--- config.mk ---
export PLATFORM = sky130hd
export DESIGN_NAME = stack_pop_instruction_unit
export DESIGN_NICKNAME = d
export VERILOG_FILES = /design/src/verilog/spu_pkg.sv /design/src/verilog/spu_cycle_counter.sv /design/src/verilog/stack_pop_instruction_unit.sv
export SDC_FILE = /design/constraint.sdc
export NUM_CORES = 1
export LEC_CHECK = 0
export BUFFER_PORTS_ARGS = -buffer_cell sky130_fd_sc_hd__buf_2
export CAP_MARGIN = 40
export CORE_ASPECT_RATIO = 0.75
export CORE_MARGIN = 4
export CORE_UTILIZATION = 35
export CTS_CLUSTER_DIAMETER = 100
export DETAILED_ROUTE_END_ITERATION = 8
export PLACE_DENSITY = 0.5
export REMOVE_ABC_BUFFERS = 1
export SETUP_SLACK_MARGIN = 0.05
export SKIP_LAST_GASP = 1
export SLEW_MARGIN = 20
export SYNTH_ARGS = -nofsm -noshare
export SYNTH_HDL_FRONTEND = slang
export SYNTH_SLANG_ARGS = --single-unit
--- constraint.sdc ---
create_clock -name clk -period 5.7 [get_ports clk]
set_input_delay 1.14 -clock clk [delete_from_list [all_inputs] [get_ports clk]]
set_output_delay 1.14 -clock clk [all_outputs]
set_load 0.005 [all_outputs]
--- src/verilog/spu_pkg.sv ---
// Package with constants and types for the stack pop instruction unit.
package spu_pkg;
  localparam logic [7:0] SPU_OPC_POP_R     = 8'h50;
  localparam logic [7:0] SPU_OPC_POP_IR    = 8'h51;
  localparam logic [7:0] SPU_OPC_USER_STACK_POP_DOWN     = 8'h92;
  localparam logic [7:0] SPU_OPC_USER_STACK_POP_UP     = 8'h93;
  localparam logic [7:0] SPU_ADDR_SP_HIGH  = 8'hD8;
  localparam logic [7:0] SPU_ADDR_SP_LOW   = 8'hD9;
  localparam int         SPU_INSTR_CYCLES  = 8;
  localparam logic [3:0] SPU_CYCLE_LAST    = 4'(SPU_INSTR_CYCLES - 1);
  localparam logic [7:0] SPU_ZERO_BYTE     = 8'h00;
  localparam logic [7:0] SPU_RESET_FLAGS   = 8'h00;
  localparam logic [2:0] SPU_STEP_RESET    = 3'h0;
  localparam logic [7:0] SPU_REG_CTRL      = 8'hF0;
  localparam logic [7:0] SPU_REG_STATUS    = 8'hF1;
  typedef enum logic [2:0] {
    SPU_IDLE, SPU_RD_A, SPU_RD_B, SPU_RD_DATA, SPU_WR_DST, SPU_WR_PTR, SPU_WR_PTR2, SPU_DONE
  } spu_state_t;
endpackage

--- src/verilog/spu_cycle_counter.sv ---
// Cycle counter that stretches each pop to its full instruction length.
`timescale 1ns/1ps
module spu_cycle_counter (
  // Clock and reset
  input  wire logic       clk,
  input  wire logic       rstn,
  // Control
  input  wire logic       start,
  output logic            lastCycle
);
  import spu_pkg::*;
  logic [3:0] countReg;

  always_ff @(posedge clk or negedge rstn) begin
    if (!rstn) begin
      countReg <= 4'h0;
    end else if (start) begin
      countReg <= 4'h1;
    end else if (countReg != 4'h0 && countReg != SPU_CYCLE_LAST) begin
      countReg <= countReg + 4'h1;
    end else begin
      countReg <= 4'h0;
    end
  end

  assign lastCycle = (countReg == SPU_CYCLE_LAST);
endmodule

--- src/verilog/stack_pop_instruction_unit.sv ---
// Execution unit for system and user stack pop instructions.
// What this block does
// - System pop loads @stack_pointer, then increments pointer.
// - Stack pointer bytes live at D8H and D9H.
// - Pop down copies @user pointer, then decrements.
// - Pop up copies @user pointer, then increments.
// - Pops leave all condition flags unchanged.
//
// The plain strobed port was left to the implementer.
`timescale 1ns/1ps
module stack_pop_instruction_unit (
  // Clock and reset
  input  wire logic       clk,
  input  wire logic       rstn,
  // Instruction issue
  input  wire logic       issueValid,
  input  wire logic [7:0] issueOpcode,
  input  wire logic [7:0] issueDst,
  input  wire logic [7:0] issueSrc,
  input  wire logic [7:0] flagsIn,
  // Register file port, read data one cycle after read strobe
  output logic [7:0]      rfAddr,
  output logic [7:0]      rfWdata,
  output logic            rfWrite,
  output logic            rfRead,
  input  wire logic [7:0] rfRdata,
  // Status
  output logic            busy,
  output logic            done,
  output logic [7:0]      flagsOut
);
  import spu_pkg::*;

  ////////////////////////////////////////////////////////////////////////////
  // Helpers.
  function automatic logic isPop(input logic [7:0] opc);
    return opc == SPU_OPC_POP_R || opc == SPU_OPC_POP_IR || opc == SPU_OPC_USER_STACK_POP_DOWN || opc == SPU_OPC_USER_STACK_POP_UP;
  endfunction

  spu_state_t  stateReg;
  logic [7:0]  opcReg;
  logic [7:0]  dstReg;
  logic [7:0]  srcReg;
  logic [7:0]  ptrHighReg;
  logic [7:0]  ptrLowReg;
  logic [7:0]  dstAddrReg;
  logic        lastCycle;
  logic        start;
  logic        sysPop;
  logic [15:0] spNext;

  assign start  = issueValid && !busy && isPop(issueOpcode);
  assign sysPop = (opcReg == SPU_OPC_POP_R) || (opcReg == SPU_OPC_POP_IR);
  assign spNext = {ptrHighReg, ptrLowReg} + 16'h0001;

  spu_cycle_counter uCycle (
    .clk       (clk),
    .rstn      (rstn),
    .start     (start),
    .lastCycle (lastCycle)
  );

  ////////////////////////////////////////////////////////////////////////////
  // Sequencer. User pops use ptrLowReg as the pointer value read from src.
  always_ff @(posedge clk or negedge rstn) begin
    if (!rstn) begin
      stateReg <= SPU_IDLE;
      opcReg   <= SPU_ZERO_BYTE;
      dstReg   <= SPU_ZERO_BYTE;
      srcReg   <= SPU_ZERO_BYTE;
    end else begin
      case (stateReg)
        SPU_IDLE: begin
          if (start) begin
            opcReg   <= issueOpcode;
            dstReg   <= issueDst;
            srcReg   <= issueSrc;
            stateReg <= SPU_RD_A;
          end
        end
        SPU_RD_A:    stateReg <= SPU_RD_B;
        SPU_RD_B:    stateReg <= SPU_RD_DATA;
        SPU_RD_DATA: stateReg <= SPU_WR_DST;
        SPU_WR_DST:  stateReg <= SPU_WR_PTR;
        SPU_WR_PTR:  stateReg <= sysPop ? SPU_WR_PTR2 : SPU_DONE;
        SPU_WR_PTR2: stateReg <= SPU_DONE;
        SPU_DONE: begin
          if (lastCycle) begin
            stateReg <= SPU_IDLE;
          end
        end
        default:     stateReg <= SPU_IDLE;
      endcase
    end
  end

  ////////////////////////////////////////////////////////////////////////////
  // Register file requests, at most one per state.
  always_ff @(posedge clk or negedge rstn) begin
    if (!rstn) begin
      rfAddr  <= SPU_ZERO_BYTE;
      rfWdata <= SPU_ZERO_BYTE;
      rfWrite <= 1'b0;
      rfRead  <= 1'b0;
    end else begin
      rfWrite <= 1'b0;
      rfRead  <= 1'b0;
      case (stateReg)
        SPU_IDLE: begin
          if (start) begin
            rfRead <= 1'b1;
            // System pops fetch the low byte first, so the stack read can start as early as possible.
            rfAddr <= (issueOpcode == SPU_OPC_USER_STACK_POP_DOWN || issueOpcode == SPU_OPC_USER_STACK_POP_UP) ? issueSrc : SPU_ADDR_SP_LOW;
          end
        end
        SPU_RD_A: begin
          // Only the indirect form needs its destination address fetched.
          rfRead <= (opcReg == SPU_OPC_POP_IR);
          rfAddr <= dstReg;
        end
        SPU_RD_B: begin
          // The pointer byte arrives now and is used at once as the stack read address.
          rfRead <= 1'b1;
          rfAddr <= rfRdata;
        end
        SPU_RD_DATA: begin
          // The high byte is only needed for the carry write, so it is fetched last.
          rfRead <= sysPop;
          rfAddr <= SPU_ADDR_SP_HIGH;
        end
        SPU_WR_DST: begin
          rfWrite <= 1'b1;
          rfAddr  <= dstAddrReg;
          rfWdata <= rfRdata;
        end
        SPU_WR_PTR: begin
          rfWrite <= 1'b1;
          if (sysPop) begin
            rfAddr  <= SPU_ADDR_SP_LOW;
            rfWdata <= spNext[7:0];
          end else begin
            rfAddr  <= srcReg;
            rfWdata <= (opcReg == SPU_OPC_USER_STACK_POP_DOWN) ? ptrLowReg - 8'h01 : ptrLowReg + 8'h01;
          end
        end
        SPU_WR_PTR2: begin
          rfWrite <= 1'b1;
          rfAddr  <= SPU_ADDR_SP_HIGH;
          rfWdata <= spNext[15:8];
        end
        SPU_DONE: begin
        end
        default: begin
        end
      endcase
    end
  end

  ////////////////////////////////////////////////////////////////////////////
  // Captured read data. Reads return one cycle after the strobe, so each capture
  // sits two states after the state that raised the request.
  always_ff @(posedge clk or negedge rstn) begin
    if (!rstn) begin
      ptrHighReg <= SPU_ZERO_BYTE;
      ptrLowReg  <= SPU_ZERO_BYTE;
      dstAddrReg <= SPU_ZERO_BYTE;
    end else begin
      case (stateReg)
        SPU_RD_A: begin
          dstAddrReg <= dstReg;
        end
        SPU_RD_B: begin
          ptrLowReg <= rfRdata;
        end
        SPU_RD_DATA: begin
          if (opcReg == SPU_OPC_POP_IR) begin
            dstAddrReg <= rfRdata;
          end
        end
        SPU_WR_PTR: begin
          if (sysPop) begin
            ptrHighReg <= rfRdata;
          end
        end
        default: begin
        end
      endcase
    end
  end

  ////////////////////////////////////////////////////////////////////////////
  // Busy, done and flags. Flags pass through untouched by any pop.
  always_ff @(posedge clk or negedge rstn) begin
    if (!rstn) begin
      busy     <= 1'b0;
      done     <= 1'b0;
      flagsOut <= SPU_RESET_FLAGS;
    end else begin
      busy     <= start || (busy && !(stateReg == SPU_DONE && lastCycle));
      done     <= (stateReg == SPU_DONE) && lastCycle;
      flagsOut <= flagsIn;
    end
  end

  ////////////////////////////////////////////////////////////////////////////
  // Checks.
  a_flags_unchanged: assert property (@(posedge clk) disable iff (!rstn)
    flagsOut == $past(flagsIn)) else $error("Flags changed by pop unit.");

  a_pop_length: assert property (@(posedge clk) disable iff (!rstn)
    start |-> ##8 done) else $error("Pop did not finish in 8 cycles.");

  a_sp_high_addr: assert property (@(posedge clk) disable iff (!rstn)
    (stateReg == SPU_WR_PTR2) |=> (rfWrite && rfAddr == SPU_ADDR_SP_HIGH)) else $error("Pointer high byte misaddressed.");

  a_sp_carry: assert property (@(posedge clk) disable iff (!rstn)
    (stateReg == SPU_WR_PTR2 && ptrLowReg == 8'hFF) |=> rfWdata == ptrHighReg + 8'h01)
    else $error("Pointer carry lost.");

  a_dst_before_ptr: assert property (@(posedge clk) disable iff (!rstn)
    (rfWrite && rfAddr == SPU_ADDR_SP_LOW && sysPop) |-> $past(rfWrite)) else $error("Pointer written before data.");

  a_user_stack_pop_down_dec: assert property (@(posedge clk) disable iff (!rstn)
    (stateReg == SPU_WR_PTR && opcReg == SPU_OPC_USER_STACK_POP_DOWN) |=> rfWdata == ptrLowReg - 8'h01)
    else $error("User pointer not decremented.");

  a_user_stack_pop_up_inc: assert property (@(posedge clk) disable iff (!rstn)
    (stateReg == SPU_WR_PTR && opcReg == SPU_OPC_USER_STACK_POP_UP) |=> rfWdata == ptrLowReg + 8'h01)
    else $error("User pointer not incremented.");
endmodule

# After elaboration in Yosys (flattened, before gate mapping)
# Index checks and enable logic that the tools add are counted.
# W data, S select, Z words.
[totals]
ff_bits = 83
input_bits = 43
output_inout_bits = 28
word_cells = 81
[classes]
n_addsub = 4
eq_ne = 19
n_mux = 18
n_reduce_logical = 25
[op_table]
columns = ["operator", "count"]
rows = [
  ["$mux W8", 6],
  ["$pmux W8 S6", 1],
  ["$eq A8 B7 Y1 const B", 4],
  ["$eq A8 B8 Y1 const B", 3],
  ["$pmux W3 S8", 1],
  ["$pmux W8 S3", 1],
  ["$add A16 B1 Y16 const B", 1],
  ["$pmux W8 S2", 1],
  ["$eq A3 B3 Y1 const B", 4],
  ["$reduce_and A2 Y1", 5],
  ["$add A8 B1 Y8 const B", 1],
  ["$mux W4", 2],
  ["$sub A8 B1 Y8 const B", 1],
  ["$eq A3 B2 Y1 const B", 2],
  ["$logic_or A1 B1 Y1", 6],
  ["$mux W3", 2],
  ["$ne A2 B2 Y1 const B", 3],
  ["$reduce_bool A6 Y1", 1],
  ["$logic_and A1 B1 Y1", 5],
  ["$add A4 B1 Y4 const B", 1],
  ["$eq A4 B3 Y1 const B", 1],
  ["$ne A4 B3 Y1 const B", 1],
  ["$pmux W1 S4", 1],
  ["$reduce_bool A4 Y1", 1],
  ["8 further kinds", 11],
]

# Longest topological paths before layout
[logic_depth]
ltp_word = 7
mapped_depth = 9
ltp_nobuf = 9

# By module
# From an unflattened synthesis, not the netlist that was laid out.
[hier_totals]
cells_unflattened = 417
hier_area_um2 = 4377.9
[by_module_without_submodules]
columns = ["mod", "instances", "cells_per_inst", "area_per_inst_um2", "seq_area_each_um2"]
rows = [
  ["stack_pop_instruction_unit", 1, 395, 4162.7, 1976.9],
  ["spu_cycle_counter", 1, 22, 215.2, 100.1],
]

# Worst setup path before layout
# OpenSTA, ideal clock, no wires.
[synth_timing]
path_kind = "input port to flip-flop"
from = "input port issueOpcode[3]"
to = "register dstReg[0]"
setup_time_ns = 0.125
arrival_time_ns = 2.921
required_ns = 5.575
path_slack_ns = 2.654
stages = 5
path_buffers = 1
cell_sequence = "or4b_4 a2111oi_4 nand3_4 buf_6 mux2_4"
[synth_via]
elab_chain_cells = 6
elab_cells_between_ends = 9
classes_between = "eq/ne: 4; reduce/logical: 5"
[synth_rtl]
columns = ["item", "line", "source"]
rows = [
  ["start, declared", "stack_pop_instruction_unit.sv:17", "input wire logic [7:0] issueOpcode,"],
  ["$eq A8 B7 Y1", "stack_pop_instruction_unit.sv:37", "return opc == SPU_OPC_POP_R || opc == SPU_OPC_POP_IR || opc == SPU_OPC_USER_STACK_POP_DOWN || opc == SPU_OPC_U ..."],
  ["$logic_or A1 B1 Y1 (2 in series)", "stack_pop_instruction_unit.sv:37", ""],
  ["$logic_or A1 B1 Y1 (*)", "stack_pop_instruction_unit.sv:37", ""],
  ["$logic_and A1 B1 Y1 (*)", "stack_pop_instruction_unit.sv:52", "assign start = issueValid && !busy && isPop(issueOpcode);"],
  ["$reduce_and A2 Y1 (no source line) (*)", "--", ""],
  ["end signal, assigned", "stack_pop_instruction_unit.sv:76", "dstReg <= issueDst;"],
  ["end, declared", "stack_pop_instruction_unit.sv:42", "logic [7:0] dstReg;"],
]
# Mark *: on every way between the ends. The rest lies on a longest branch, timed or not.
# A chain may end at the register's enable or synchronous reset.

# Final worst setup path
[layout_timing]
from = "input port issueOpcode[3]"
to = "register dstReg[3]"
# The elaborated chain is that of the path after synthesis.

==> results.cfg <==
[run_status]
status = finished clean

[route]
routed-wl-met3_um = 631
top_layer_used = met4
firstDrtPassIters = 5
wl_per_cell_um = 17.5
drcViolationCount = 0
wl_um = 11000
vias = 3244
drtAntennaViolNets = 0
first_iter_violations = 194
vias_per_cell = 5.13
wl_met1_um = 5920
dr_wl_met2_um = 4390

[clock_network]
cts_tree = done
clkTransAtPathRegs_ns = 0.06
hold_buffers = 0
cts_made_buffers = 9
htree_levels = 3
clockBufferDepth = 2
clkSinkCount = 83
clock-root-buffer = clkbuf_16
post_cts_buffers = 0
clkLatencyLatePin_ns = 0.34
cts_resized = 0

[worst_setup_path]
endpoint_kind = flop
cpMaxStageDelayCell = a2111oi_4
critical_path.top_delay_family = simple AND/OR/NAND/NOR gates
worstPathCellList = buf_2 > or4b_4 > a2111oi_4 > nand3_4 > mux2_4
slowest_delay_ns = 0.75
crit_arrival_ns = 3.54
cp-start-kind = input port
worstSetupPathType = in -> reg
path_max_fanout = 25
cp_num_buf_inv = 1
crit_required_ns = 5.92

[timing]
hold_viol = 0
worst_pin_slew_ns = 0.848
finalSetupTns_ns = 0
slew_violations = 0
timing.final.ws_setup_ns = 2.38
period_needed_ns = 3.32
skew_ns = 0.00880
fin_crit_sh_pct = 58.2
setup_violations = 0
grt_setup_unrepaired = no
max_slew_margin_pct = 42.7
max_freq_mhz = 301
holdWs_ns = 0.474

[layout]
n_antenna_cell = 0
drive_gt1_share_pct = 28.5
final_nets = 513
syn2layout_area_growth_pct = 19.5
nFillCells = 1140
final_cells = 632

[power]
leakage_nw = 2.37
power_density_nw_per_um2 = 258
total_power_w = 0.00131
ir_drop_uv = 127

[yosys]
yosysWarnings = 0
synth_most_common_cell = dfrtp_1
synth_top_area_cell = dfrtp_1
synth_edf_count = 0
yosys_most_used_dff = dfrtp_1
synth_async_sr_flop_share_pct = 100
ys_types = 59
synth_area_leaders = dfrtp_1, mux2_2, mux2_4
ys_ff_latch = 83
avgSynthCellArea_um2 = 10.7
yosys-top-cells-count = dfrtp_1, nor2_1, a21oi_1
ys_seq_area_share_pct = 48.9
synth_top_area_share_pct = 48.9
synth_cells = 397
netlist_area_um2 = 4250

[floorplan]
chipHeight_um = 103
die_x_um = 135
io_pins = 71
start_util_pct = 36.2
core_area_um2 = 11700
rows = 34
dieArea_um2 = 14000

[placed_design]
dp_cells = 617
place_ws_ns = 2.01
routabilityCongestion = 0.810
port-buffer-count = 70
dp_hpwl_um = 8040

[global_route]
grt_pass1_vias = 3092
antenna_found_initial = 0
grt_usage_pct = 16.6
gr-total-overflow = 0
grt_first_pass_wirelength_um = 17800
grt_max_degree = 53

[min_path]
min_path_type = reg -> reg

[flow_run]
cap_violations = 0
## layer usage
layer / GRT usage [%] / vias up
met2: 22.5 / 97
met4: 3.72 / 0
met3: 4.01 / 9
li1: - / 1584
met5: 0 / -
met1: 26.5 / 1554
## cell families after synthesis
group	share of synthesized area, %
adders and majority gates	1.18
buffers and inverters	2.68
xor gates and xnor gates	3.09
DFF	48.9
and+or+nand+nor	17.2
AOI/OAI and AO/OA	14.1
muxes	12.9
## worst register-to-register path, stage by stage, from the launching register on
cell      delay (ns)
dfrtp_1         0.42
nor4bb_1        0.76
nand2_1         0.23
xnor2_1         0.20
ha_1            0.22
inv_1           0.07
a21oi_1         0.18
a32oi_1         0.15
xnor2_1         0.18
a21o_1          0.19
## layout by cell type (no fill, tap or decap), types with 3 or more instances in the layout
master,instances
o21ai_0,15
a21o_1,4
xnor2_1,9
a211oi_1,5
or3_1,3
xor2_1,6
a21oi_1,30
ha_1,4
mux2_2,21
and2_1,3
nor2_1,33
a221oi_1,6
nand2b_1,9
nor3_1,9
o22ai_1,8
mux2_4,14
dfrtp_1,83
nand3_1,11
inv_1,10
o22a_1,3
clkbuf_16,9
nor2b_1,4
or2_2,3
o31ai_1,5
nand2_1,29
buf_2,69
nor3b_1,4
mux2i_1,10
buf_4,3
nor4_1,6
## power by group
part           switching [W]  internal (W)
clock network       0.000237      0.000360
logic              0.0000486     0.0000406
registers          0.0000144      0.000607
## final cells by class
cell class	count	area (µm²)	share of cell area [%]
clock buffers	11	253	4.98
clock inverters	4	50.0	0.986
inverters	11	41.3	0.814
multi-input cells	288	2060	40.7
flip-flops and latches	83	2080	40.9
well taps	162	203	3.99
repair buffers	73	388	7.64
## flip-flops by register name (all words and copies together), names as in the netlist
register / cells
dstAddrReg: 8
dstReg: 8
flagsOut: 8
opcReg: 8
ptrHighReg: 8
ptrLowReg: 8
rfAddr: 8
rfWdata: 8
srcReg: 8
uCycle.countReg: 4
stateReg: 3
busy: 1
done: 1
rfRead: 1
rfWrite: 1
## worst paths after layout
kind	depth (start not counted)	to	start	slack [ns]
worst max register to register	9	rfWdata[4]$_DFFE_PN0P_	opcReg[0]$_DFFE_PN0P_	3.01
max in group asynchronous	2	ptrHighReg[7]$_DFFE_PN0P_	rstn	4.23
worst min register to register	1	rfAddr[4]$_DFFE_PN0P_	rfAddr[4]$_DFFE_PN0P_	0.47
worst min-delay path	1	rfAddr[4]$_DFFE_PN0P_	rfAddr[4]$_DFFE_PN0P_	0.47
worst max-delay path	5	dstReg[3]$_DFFE_PN0P_	issueOpcode[3]	2.38
min in group asynchronous	1	opcReg[3]$_DFFE_PN0P_	rstn	0.84
## stage by stage
step,area [µm²],util (%)
3_5_place_dp,4770,40.6
4_1_cts,5070,43.2
5_1_grt,5070,43.2
6_report,5070,43.2
3_3_place_gp,4740,40.3
2_1_floorplan,4170,-
No activity file was read; power rests on OpenSTA's default activity.
